**src/naeu_pkg.sv**
```systemverilog
// Constants for the nibble arithmetic execute unit: opcodes, sub-opcodes,
// widths, reset values and state codes.
// Assumes a fetch stage that presents one instruction byte per valid cycle.
// How it works
// - 0A increments memory at pointer pair
// - 09 decrements accumulator, carry kept
// - 19 decrements lower pointer, carry kept
// - 17 adds pointer memory into accumulator
// - 38 Ck adds k to upper pointer
// - 38 8k adds k to lower pointer
// - 38 4k adds k to pointer memory
// - 2F ky adds k to page-0 memory
// - 14 accumulator = memory minus accumulator, borrow
// - 38 1k accumulator = k minus accumulator
// - Compares form k minus operand (memory minus accumulator for 16 and 3E), flags only
package naeu_pkg;
	localparam int NIB_W = 4;
	localparam int ADDR_W = 8;
	localparam logic [3:0] NIB_ZERO = 4'h0;
	localparam logic [3:0] NIB_ONES = 4'hF;
	localparam logic RST_FLAG = 1'b0;
	// Single-byte opcodes
	localparam logic [7:0] OP_DEC_ACC = 8'h09;
	localparam logic [7:0] OP_INC_MEM = 8'h0A;
	localparam logic [7:0] OP_DEC_MEM = 8'h0B;
	localparam logic [7:0] OP_RSUBC = 8'h14;
	localparam logic [7:0] OP_ADD_WITH_CARRY = 8'h15;
	localparam logic [7:0] OP_CMP_MEM = 8'h16;
	localparam logic [7:0] OP_ADD_MEM = 8'h17;
	localparam logic [7:0] OP_DEC_LWR = 8'h19;
	// Prefix bytes of two-byte forms
	localparam logic [7:0] OP_PCMP = 8'h2E;
	localparam logic [7:0] OP_PADD = 8'h2F;
	localparam logic [7:0] OP_EXT = 8'h38;
	localparam logic [7:0] OP_CMP_DIR = 8'h3E;
	// Upper nibble of the single-byte immediate compare
	localparam logic [3:0] OP_CMP_IMM_HI = 4'hD;
	// Sub-opcodes in the upper nibble of the byte after the extension prefix
	localparam logic [3:0] SUB_ADD_ACC = 4'h0;
	localparam logic [3:0] SUB_RSUB_ACC = 4'h1;
	localparam logic [3:0] SUB_ADD_MEM = 4'h4;
	localparam logic [3:0] SUB_ADD_LWR = 4'h8;
	localparam logic [3:0] SUB_CMP_LWR = 4'h9;
	localparam logic [3:0] SUB_ADD_UPR = 4'hC;
	localparam logic [3:0] SUB_CMP_UPR = 4'hD;
	// Decoder states, one-hot
	typedef enum logic [4:0] {
		ST_OP = 5'h01,
		ST_EXT = 5'h02,
		ST_PADD = 5'h04,
		ST_PCMP = 5'h08,
		ST_DIR = 5'h10
	} naeu_state_type;
endpackage
```
**src/naeu_core_if.sv**
```systemverilog
// Carrier between the execute unit, its nibble adder and its data memory.
// Assumes all three sit on the same clock.
`timescale 1ns/1ps
`default_nettype none
interface naeu_core_if;
	logic [3:0] a;
	logic [3:0] b;
	logic cin;
	logic [3:0] sum;
	logic cout;
	logic zero;
	logic [7:0] addr;
	logic we;
	logic [3:0] wdata;
	logic [3:0] rdata;
	modport ctrl(output a, b, cin, addr, we, wdata, input sum, cout, zero, rdata);
	modport alu(input a, b, cin, output sum, cout, zero);
	modport mem(input addr, we, wdata, output rdata);
endinterface
`default_nettype wire

```
**src/naeu_adder.sv**
```systemverilog
// Four-bit adder with carry in, carry out and zero detect.
// Assumes subtraction is formed by the caller as a + ~b + 1.
`timescale 1ns/1ps
`default_nettype none
module naeu_adder
	import naeu_pkg::*;
(
	naeu_core_if.alu bus // Operands in, sum and flags out
);
	logic [4:0] total;

	// Carry out of bit 3 doubles as the inverted borrow for subtraction
	always_comb
	begin
		total = {1'b0, bus.a} + {1'b0, bus.b} + {4'h0, bus.cin};
		bus.sum = total[3:0];
		bus.cout = total[4];
		bus.zero = (total[3:0] == NIB_ZERO);
	end
endmodule
`default_nettype wire

```
**src/naeu_data_mem.sv**
```systemverilog
// Nibble-wide data memory, written on the clock and read combinationally.
// Assumes the controller never writes and reads different words in one cycle.
`timescale 1ns/1ps
`default_nettype none
module naeu_data_mem
	import naeu_pkg::*;
#(
	parameter int AW = ADDR_W
)
(
	input wire logic mclk_in, // Core clock
	naeu_core_if.mem bus // Address, write strobe and data
);
	logic [3:0] cells [0:(2**AW)-1];

	// Contents are not reset; software initialises data memory itself
	always_ff @(posedge mclk_in)
	begin
		if (bus.we)
			cells[bus.addr[AW-1:0]] <= bus.wdata;
	end

	// Read-modify-write happens in one cycle through this path
	always_comb
	begin
		bus.rdata = cells[bus.addr[AW-1:0]];
	end
endmodule
`default_nettype wire

```
**src/naeu_exec.sv**
```systemverilog
// Top of the nibble arithmetic execute unit: decoder, register file, flags.
// Assumes one instruction byte per cycle with byte_valid_in; the second byte
// of a two-byte form follows on a later valid cycle.
`timescale 1ns/1ps
`default_nettype none
module naeu_exec
	import naeu_pkg::*;
(
	input wire logic mclk_in, // Core clock, 200 MHz
	input wire logic rst_n_in, // Asynchronous reset, active low
	input wire logic byte_valid_in, // Instruction byte present
	input wire logic [7:0] byte_in, // Instruction byte
	input wire logic preload_in, // Load registers while idle
	input wire logic [3:0] preload_acc_in, // Accumulator load value
	input wire logic [3:0] preload_upr_in, // Upper pointer load value
	input wire logic [3:0] preload_lwr_in, // Lower pointer load value
	input wire logic preload_carry_in, // Carry load value
	input wire logic mem_load_in, // Write memory while idle
	input wire logic [7:0] mem_addr_in, // Memory address while idle
	input wire logic [3:0] mem_wdata_in, // Memory write data while idle
	output logic [3:0] acc_out, // Accumulator
	output logic [3:0] upper_pointer_reg_out, // Upper pointer
	output logic [3:0] lower_pointer_reg_out, // Lower pointer
	output logic carry_flag_out, // Carry flag
	output logic zero_flag_out, // Zero flag
	output logic status_flag_out, // Status flag
	output logic [3:0] mem_rdata_out, // Memory word at mem_addr_in
	output logic done_out, // Instruction finished, pulse
	output logic illegal_out, // Unsupported byte, pulse
	output logic pending_out // Waiting for a second byte
);
	naeu_core_if bus();
	naeu_state_type state, next_state;
	logic [3:0] acc, next_acc;
	logic [3:0] upper_pointer_reg, next_upper_pointer_reg;
	logic [3:0] lower_pointer_reg, next_lower_pointer_reg;
	logic carry_flag, next_carry_flag;
	logic zero_flag, next_zero_flag;
	logic status_flag, next_status_flag;
	logic [3:0] peek, next_peek;
	logic done, next_done;
	logic illegal, next_illegal;
	logic w_acc, w_upr, w_lwr, w_mem, upd_flags, upd_cf, sf_inv, bad;
	logic [3:0] kimm;
	logic [3:0] khi;
	logic [3:0] rd;

	naeu_adder u_adder (
		.bus(bus.alu)
	);

	naeu_data_mem #(.AW(ADDR_W)) u_mem (
		.mclk_in(mclk_in),
		.bus(bus.mem)
	);

	assign kimm = byte_in[3:0];
	assign khi = byte_in[7:4];
	assign rd = bus.rdata;

	// Decode: pick adder operands, destination and flag policy per byte
	always_comb
	begin
		bus.a = acc;
		bus.b = NIB_ZERO;
		bus.cin = 1'b0;
		bus.addr = byte_valid_in ? {upper_pointer_reg, lower_pointer_reg} : mem_addr_in;
		w_acc = 1'b0;
		w_upr = 1'b0;
		w_lwr = 1'b0;
		w_mem = 1'b0;
		upd_flags = 1'b0;
		upd_cf = 1'b0;
		sf_inv = 1'b0;
		bad = 1'b0;
		next_state = state;
		if (byte_valid_in)
		begin
			next_state = ST_OP;
			unique case (state)
				ST_OP:
				begin
					if (khi == OP_CMP_IMM_HI)
					begin
						// k minus accumulator, result dropped
						bus.a = kimm;
						bus.b = ~acc;
						bus.cin = 1'b1;
						upd_flags = 1'b1;
					end
					else
					begin
						case (byte_in)
							OP_INC_MEM:
							begin
								// Memory plus one, status is inverted carry
								bus.a = rd;
								bus.cin = 1'b1;
								w_mem = 1'b1;
								upd_flags = 1'b1;
								sf_inv = 1'b1;
							end
							OP_DEC_ACC:
							begin
								// Adding F carries out exactly when no borrow
								bus.b = NIB_ONES;
								w_acc = 1'b1;
								upd_flags = 1'b1;
							end
							OP_DEC_LWR:
							begin
								bus.a = lower_pointer_reg;
								bus.b = NIB_ONES;
								w_lwr = 1'b1;
								upd_flags = 1'b1;
							end
							OP_DEC_MEM:
							begin
								bus.a = rd;
								bus.b = NIB_ONES;
								w_mem = 1'b1;
								upd_flags = 1'b1;
							end
							OP_ADD_WITH_CARRY:
							begin
								bus.b = rd;
								bus.cin = carry_flag;
								w_acc = 1'b1;
								upd_flags = 1'b1;
								upd_cf = 1'b1;
								sf_inv = 1'b1;
							end
							OP_ADD_MEM:
							begin
								bus.b = rd;
								w_acc = 1'b1;
								upd_flags = 1'b1;
								sf_inv = 1'b1;
							end
							OP_RSUBC:
							begin
								// Memory + ~acc + carry: a clear carry borrows one
								bus.a = rd;
								bus.b = ~acc;
								bus.cin = carry_flag;
								w_acc = 1'b1;
								upd_flags = 1'b1;
								upd_cf = 1'b1;
							end
							OP_CMP_MEM:
							begin
								bus.a = rd;
								bus.b = ~acc;
								bus.cin = 1'b1;
								upd_flags = 1'b1;
							end
							OP_EXT:
								next_state = ST_EXT;
							OP_PADD:
								next_state = ST_PADD;
							OP_PCMP:
								next_state = ST_PCMP;
							OP_CMP_DIR:
								next_state = ST_DIR;
							default:
								bad = 1'b1;
						endcase
					end
				end
				ST_EXT:
				begin
					case (khi)
						SUB_ADD_ACC:
						begin
							bus.b = kimm;
							w_acc = 1'b1;
							upd_flags = 1'b1;
							sf_inv = 1'b1;
						end
						SUB_RSUB_ACC:
						begin
							bus.a = kimm;
							bus.b = ~acc;
							bus.cin = 1'b1;
							w_acc = 1'b1;
							upd_flags = 1'b1;
						end
						SUB_ADD_MEM:
						begin
							bus.a = rd;
							bus.b = kimm;
							w_mem = 1'b1;
							upd_flags = 1'b1;
							sf_inv = 1'b1;
						end
						SUB_ADD_LWR:
						begin
							bus.a = lower_pointer_reg;
							bus.b = kimm;
							w_lwr = 1'b1;
							upd_flags = 1'b1;
							sf_inv = 1'b1;
						end
						SUB_ADD_UPR:
						begin
							bus.a = upper_pointer_reg;
							bus.b = kimm;
							w_upr = 1'b1;
							upd_flags = 1'b1;
							sf_inv = 1'b1;
						end
						SUB_CMP_LWR, SUB_CMP_UPR:
						begin
							bus.a = kimm;
							bus.b = (khi == SUB_CMP_LWR) ? ~lower_pointer_reg : ~upper_pointer_reg;
							bus.cin = 1'b1;
							upd_flags = 1'b1;
						end
						default:
							bad = 1'b1;
					endcase
				end
				ST_PADD:
				begin
					// Page-0 word y in the low nibble, k in the high
					bus.addr = {NIB_ZERO, kimm};
					bus.a = rd;
					bus.b = khi;
					w_mem = 1'b1;
					upd_flags = 1'b1;
					sf_inv = 1'b1;
				end
				ST_PCMP:
				begin
					bus.addr = {NIB_ZERO, kimm};
					bus.a = khi;
					bus.b = ~rd;
					bus.cin = 1'b1;
					upd_flags = 1'b1;
				end
				ST_DIR:
				begin
					bus.addr = byte_in;
					bus.a = rd;
					bus.b = ~acc;
					bus.cin = 1'b1;
					upd_flags = 1'b1;
				end
			endcase
		end
	end

	// Memory write port: results while executing, loader while idle
	assign bus.we = w_mem | (~byte_valid_in & mem_load_in);
	assign bus.wdata = byte_valid_in ? bus.sum : mem_wdata_in;

	// Next register values; preload only acts on cycles without a byte
	always_comb
	begin
		next_acc = acc;
		next_upper_pointer_reg = upper_pointer_reg;
		next_lower_pointer_reg = lower_pointer_reg;
		next_carry_flag = carry_flag;
		next_zero_flag = zero_flag;
		next_status_flag = status_flag;
		next_peek = peek;
		next_done = upd_flags;
		next_illegal = bad;
		if (byte_valid_in)
		begin
			if (w_acc)
				next_acc = bus.sum;
			if (w_upr)
				next_upper_pointer_reg = bus.sum;
			if (w_lwr)
				next_lower_pointer_reg = bus.sum;
			if (upd_flags)
			begin
				// Compares land here too, with no destination written
				next_zero_flag = bus.zero;
				next_status_flag = sf_inv ? ~bus.cout : bus.cout;
			end
			if (upd_cf)
				next_carry_flag = bus.cout;
		end
		else
		begin
			next_peek = rd;
			if (preload_in)
			begin
				next_acc = preload_acc_in;
				next_upper_pointer_reg = preload_upr_in;
				next_lower_pointer_reg = preload_lwr_in;
				next_carry_flag = preload_carry_in;
			end
		end
	end

	// State and register file
	always_ff @(posedge mclk_in or negedge rst_n_in)
	begin
		if (!rst_n_in)
		begin
			state <= ST_OP;
			acc <= NIB_ZERO;
			upper_pointer_reg <= NIB_ZERO;
			lower_pointer_reg <= NIB_ZERO;
			carry_flag <= RST_FLAG;
			zero_flag <= RST_FLAG;
			status_flag <= RST_FLAG;
			peek <= NIB_ZERO;
			done <= 1'b0;
			illegal <= 1'b0;
		end
		else
		begin
			state <= next_state;
			acc <= next_acc;
			upper_pointer_reg <= next_upper_pointer_reg;
			lower_pointer_reg <= next_lower_pointer_reg;
			carry_flag <= next_carry_flag;
			zero_flag <= next_zero_flag;
			status_flag <= next_status_flag;
			peek <= next_peek;
			done <= next_done;
			illegal <= next_illegal;
		end
	end

	assign acc_out = acc;
	assign upper_pointer_reg_out = upper_pointer_reg;
	assign lower_pointer_reg_out = lower_pointer_reg;
	assign carry_flag_out = carry_flag;
	assign zero_flag_out = zero_flag;
	assign status_flag_out = status_flag;
	assign mem_rdata_out = peek;
	assign done_out = done;
	assign illegal_out = illegal;
	assign pending_out = (state != ST_OP);

	logic op_go;
	logic ext_go;
	assign op_go = byte_valid_in && (state == ST_OP);
	assign ext_go = byte_valid_in && (state == ST_EXT);
endmodule
`default_nettype wire

```
**config.mk**
```make
export PLATFORM = sky130hd
export DESIGN_NAME = naeu_exec
export DESIGN_NICKNAME = d
export VERILOG_FILES = /design/src/naeu_pkg.sv /design/src/naeu_core_if.sv /design/src/naeu_adder.sv /design/src/naeu_data_mem.sv /design/src/naeu_exec.sv
export SDC_FILE = /design/constraint.sdc
export NUM_CORES = 1
export LEC_CHECK = 0
export BUFFER_PORTS_ARGS = -buffer_cell sky130_fd_sc_hd__buf_2
export CORE_MARGIN = 10
export CORE_UTILIZATION = 40
export CTS_CLUSTER_DIAMETER = 80
export DETAILED_ROUTE_END_ITERATION = 10
export PLACE_DENSITY = 0.62
export SETUP_SLACK_MARGIN = 0.4
export SLEW_MARGIN = 20
export SYNTH_ARGS = -nofsm -noshare
export SYNTH_HDL_FRONTEND = slang
export SYNTH_SLANG_ARGS = --single-unit
```
**constraint.sdc**
```tcl
create_clock -name mclk_in -period 13.17 [get_ports mclk_in]
set_input_delay 3.951 -clock mclk_in [delete_from_list [all_inputs] [get_ports mclk_in]]
set_output_delay 3.951 -clock mclk_in [all_outputs]
set_load 0.02 [all_outputs]
```
Yosys cells after proc, flatten, opt, wreduce, memory -nomap -nowiden
Memories as Yosys holds them, arrays and structs flattened.
Index checks and enable logic that the tools add are counted.
Word-level totals
  bits in latches: 0
  memories: 1
  word-level logic and storage cells: 152
  output and inout bits: 22
  register bits after elaboration: 26
  bits in writable memories: 1024
  ROM bits: 0
Memory list
  u_mem.cells: depth 256, bits a word 4, rd ports 1, clocked after Yosys merged registers in 0, write ports 1, RTL line naeu_data_mem.sv:14  | logic [3:0] cells [0:(2**AW)-1];
Operators by class
  reductions and logical operators: 28
  shift operators: 0
  $mul: 0
  add/subtract/negate cells: 2
  magnitude comparators: 0
  eq/ne operators: 28
  div/mod/pow operators: 0
  muxes and demuxes: 75
  bitwise logic cells: 8
Operator list (count)
  4-bit 2-to-1 mux: 15
  8-bit by 5-bit equality test with 1-bit output (second input constant): 5
  1-bit 2-to-1 mux: 40
  8-bit by 6-bit equality test with 1-bit output (second input constant): 4
  4-bit one-hot mux with 4 select lines: 2
  8-bit by 4-bit equality test with 1-bit output (second input constant): 3
  4-bit one-hot mux with 3 select lines: 2
  4-bit one-hot mux with 5 select lines: 1
  5-bit one-hot mux with 4 select lines: 1
  2-bit OR reduction: 10
  4-bit equality test (second input constant): 4
  8-bit 2-to-1 mux: 2
  4-bit inverter: 4
  8-bit one-hot mux with 2 select lines: 1
  1-bit one-hot mux with 3 select lines: 4
  12-bit OR reduction: 1
  3-bit OR reduction: 4
  4-bit OR reduction: 3
  5-bit 2-to-1 mux: 2
  2-bit AND reduction: 5
  4-bit zero test: 2
  2-bit by 1-bit != test with 1-bit output (second input constant): 4
  1-bit one-hot mux with 2 select lines: 4
  4-bit one-hot mux with 2 select lines: 1
  16 further kinds: 17

Logic depth before layout (Yosys ltp)
An unclocked memory read counts as a cell.
  word-level depth: 13
  depth in mapped cells: 24
  gate-level depth less buffers: 18

Hierarchy
A second synthesis with hierarchy kept.
Unflattened totals
  cell total of the unflattened synthesis: 2311
  area total of the unflattened synthesis: 42650.9 um^2
By module, submodules not included
  naeu_data_mem: seq. area each 30749.5 um^2, area each 39922.0 um^2, cells each 1956, times used 1
  naeu_exec: seq. area each 651.9 um^2, area each 2561.2 um^2, cells each 334, times used 1
  naeu_adder: seq. area each 0.0 um^2, area each 167.7 um^2, cells each 21, times used 1

Worst setup path after synthesis
OpenSTA, ideal clock, no wires.
  path type: input -> register
  start: in byte_valid_in
  end: mem u_mem.cells[0][0] (data pin)
  setup slack: -4.121 ns
  path buffers: 6
  data required time: 10.983 ns
  stages on the path: 7
  data arrival time: 15.104 ns
  cell sequence: buf_2 -> buf_1 -> clkbuf_1 -> clkbuf_1 -> buf_1 -> clkbuf_1 -> o21ai_0
On the way
  cells in the longest elaborated chain, start to end: 11
Ends and longest elaborated chain
  start, declared: RTL line naeu_exec.sv:11  | input wire logic byte_valid_in,
  8-bit 2-to-1 mux: RTL line naeu_exec.sv:67  | bus.addr = byte_valid_in ? {upper_pointer_reg, lower_pointer_reg} : mem_addr_in;
  8-bit one-hot mux with 2 select lines: RTL line naeu_exec.sv:80  | unique case (state)
  8-bit 2-to-1 mux: RTL line naeu_exec.sv:77  | if (byte_valid_in)
  memory read 256 x 4 bit
  4-bit one-hot mux with 3 select lines or 4-bit one-hot mux with 2 select lines (tied branches): RTL line naeu_exec.sv:93  | case (byte_in)
  4-bit 2-to-1 mux: RTL line naeu_exec.sv:83  | if (khi == OP_CMP_IMM_HI)
  4-bit one-hot mux with 5 select lines or 4-bit one-hot mux with 4 select lines (tied branches): RTL line naeu_exec.sv:80
  4-bit 2-to-1 mux: RTL line naeu_exec.sv:77
  4-bit by 4-bit adder with 5-bit output: RTL line naeu_adder.sv:15  | total = {1'b0, bus.a} + {1'b0, bus.b} + {4'h0, bus.cin};
  5-bit by 1-bit adder with 5-bit output: RTL line naeu_adder.sv:15
  4-bit 2-to-1 mux (*): RTL line naeu_exec.sv:255  | assign bus.wdata = byte_valid_in ? bus.sum : mem_wdata_in;
  via bus.wdata[0]: RTL line naeu_core_if.sv:14  | logic [3:0] wdata;
  end, declared: RTL line naeu_data_mem.sv:14
Mark *: on every way through the listed nets, which the timed path passes. The rest lies on a longest branch.

Worst setup path in the final report
  start: in byte_valid_in
  end: mem u_mem.cells[232][1] (data pin)
The elaborated chain is that of the path after synthesis.

==> results.sh <==
export IMPL_synthSimpleGateAreaFrac_pct=12.0
export IMPL_io_pins=60
export IMPL_synthAdderAreaFrac_pct=0.175
export IMPL_path_clk_slew_ns=0.06
export IMPL_vias=28400
export IMPL_synth_xor_area_share_pct=0.0961
export IMPL_start_kind="primary input"
export IMPL_cts_resized=0
export IMPL_setup_viol=0
export IMPL_antenna_found_initial=0
export IMPL_post_cts_setup_buffers=0
export IMPL_hold_path_class="register to register"
export IMPL_numCtsBuffers=106
export IMPL_worstPathRequired_ns=13.51
export IMPL_p_leak_nw=16.6
export IMPL_root_buffer="clkbuf_16"
export IMPL_synth_top_family_by_area="simple AND/OR/NAND/NOR gates"
export IMPL_worst_pin_slew_ns=1.16
export IMPL_synth_compound_area_share_pct=6.73
export IMPL_cts_tree="done"
export IMPL_hold_violations=0
export IMPL_regToRegSetupSlack_ns=5.09
export IMPL_clock_skew_ns=0.0304
export IMPL_syn2layout_area_growth_pct=12.3
export IMPL_avgSynthCellArea_um2=13.8
export IMPL_r2r_cells=17
export IMPL_synth_edff_count=1024
export IMPL_cts_sinks=1050
export IMPL_synth_area_mm2=0.0443
export IMPL_drc=0
export IMPL_rows=121
export IMPL_ir_drop_v=0.000115
export IMPL_grt_max_degree=177
export IMPL_endpoint_kind="register"
export IMPL_die_h_um=353
export IMPL_final_cell_mix="edfxtp_1, nand2_1, nor2_1"
export IMPL_synth_fp_nets=3261
export IMPL_setup_tns_ns=0
export IMPL_synth_top_area_cell="edfxtp_1"
export IMPL_ctsHoldBuffers=0
export IMPL_clk_latency_ns=0.70
export IMPL_fmax_mhz=93.8
export IMPL_synth_seq_cells=1050
export IMPL_hpwl_mm=78.9
export IMPL_arrival_ns=11.01
export IMPL_syn_inst=3218
export IMPL_holdWs_ns=0.487
export IMPL_ys_seq_area_share_pct=70.9
export IMPL_n_fill_cell=9638
export IMPL_outcome="complete, no violations"
export IMPL_first_pass_iters=6
export IMPL_muxShareOfSynthArea_pct=7.32
export IMPL_detail_route_wl_per_cell_um=26.5
export IMPL_critical_path_max_fanout=176
export IMPL_post_route_period_util_pct=81.0
export IMPL_drive_gt1_share_pct=12.2
export IMPL_fin_nets=3304
export IMPL_worstHoldPathCells=2
export IMPL_cts_buffer_depth=3
export IMPL_drt_iter0_drc=3724
export IMPL_cap_violations=0
export IMPL_track_usage_pct=19.8
export IMPL_grt_pass1_wl_mm=189
export IMPL_gpl_final_weighted_congestion=0.907
export IMPL_htree_levels=3
export IMPL_io_buffers=59
export IMPL_synth_flop_cell="edfxtp_1"
export IMPL_final_common_cell="edfxtp_1"
export IMPL_vias_per_cell=5.90
export IMPL_start_util_pct=40.5
export IMPL_ys_warn_count=0
export IMPL_synth_cell_types=83
export IMPL_relSlewSlack_pct=22.0
export IMPL_grt_overflow_total=0
export IMPL_rsz0062_at_grt="no"
export IMPL_design_die_area_mm2=0.124
export IMPL_criticalPathCategory="primary input to register"
export IMPL_antenna_left=0
export IMPL_fin_crit_ns=10.67
export IMPL_finalMaxSlewViolations=0
export IMPL_grt_pass1_vias=27600
export IMPL_core_area_mm2=0.109
export IMPL_synthArstFlopShare_pct=2.48
export IMPL_drt_wl_total_mm=128
export IMPL_die_w_um=353
export IMPL_synth_area_leaders="edfxtp_1, nand2_1, mux2i_1, mux4_2, nor2_1"
export IMPL_powerDensity_mw_per_mm2=158
export IMPL_synth_top_area_share_pct=69.5
==> path summary, 6_finish.rpt <==
path | startpoint | to
setup / recovery | byte_valid_in | u_mem.cells[232][1]
hold / removal | status_flag_out | status_flag_out
setup reg to reg | state[4] | u_mem.cells[232][1]
hold reg to reg | status_flag_out | status_flag_out
max in group asynchronous | rst_n_in | status_flag_out
min in group asynchronous | rst_n_in | state[2]
==> metrics by stage <==
stage	total power [mW]	setup WS [ns]	utilization (%)	instance area, um2	std cells
2_1_floorplan	4.58	1.16	-	44300	3218
3_3_place_gp	4.97	2.14	42.4	46400	4629
3_5_place_dp	4.98	2.09	42.4	46400	4629
4_1_cts	7.87	2.78	45.5	49700	4822
5_1_grt	8.09	2.31	45.5	49700	4822
6_report	7.86	2.50	45.5	49700	4823
==> critical path, cell delays in order <==
cell and delay [ns]:
buf_2 0.51, nor2_1 0.13, a31o_2 0.40, a211oi_4 0.88
buf_12 0.57, mux4_2 0.58, nor2_1 0.11, a311oi_1 0.07
a211oi_1 0.49, nor3_1 0.11, o32ai_1 0.46, o21ai_1 0.16
o21a_1 0.23, fa_1 0.43, fa_1 0.61, nand2_1 0.15
o21ai_4 0.23, buf_12 0.47
==> per-layer routing <==
metal | part of all wire (%) | up-vias | GRT usage [%]
li1 | - | 12300 | -
met1 | 41 | 14300 | 27.8
met2 | 45 | 1615 | 30.3
met3 | 10 | 231 | 4.23
met4 | 3.2 | 0 | 6.90
met5 | 0 | - | 0
==> cell families after synthesis <==
group / count (synthesis)
muxes: 253
adders and majority gates: 5
xor gates and xnor gates: 4
and+or+nand+nor: 1247
buffers and inverters: 260
AOI/OAI and AO/OA: 399
DFF: 1050
==> synthesized netlist by cell type (all sizes together) (25+ instances only) <==
master,count
nor2,323
buf,112
inv,44
mux4,55
clkbuf,104
a31oi,30
o211ai,37
dfrtp,25
a32oi,54
nand3,218
nand4,43
o21ai,40
edfxtp,1024
mux2i,183
a2111oi,29
nand2,574
a21oi,66
==> sequential cells by signal, indices dropped and copies added (netlist names), 4 cells and up <==
register / count
u_mem.cells: 1024
acc_out: 4
upper_pointer_reg_out: 4
state: 5
mem_rdata_out: 4
lower_pointer_reg_out: 4
==> cell type report <==
type	instances	area [um2]	share of cell area, %
Tap cell	1476	1850	3.71
Clock inverter	58	527	1.06
Antenna cell	1	2.50	0.00503
Clock buffer	135	2800	5.64
Timing Repair Buffer	151	1160	2.33
Sequential cell	1050	31400	63.1
Inverter	44	165	0.332
Multi-Input combinational cell	1908	11800	23.8
==> where the power goes <==
group	total, mW	internal [mW]	switching (mW)
clock	2.93	1.66	1.27
combinational	1.08	0.293	0.787
sequential	3.85	3.82	0.0272
total	7.86	5.78	2.09
Note: power is estimated with default switching activity, not from simulation.
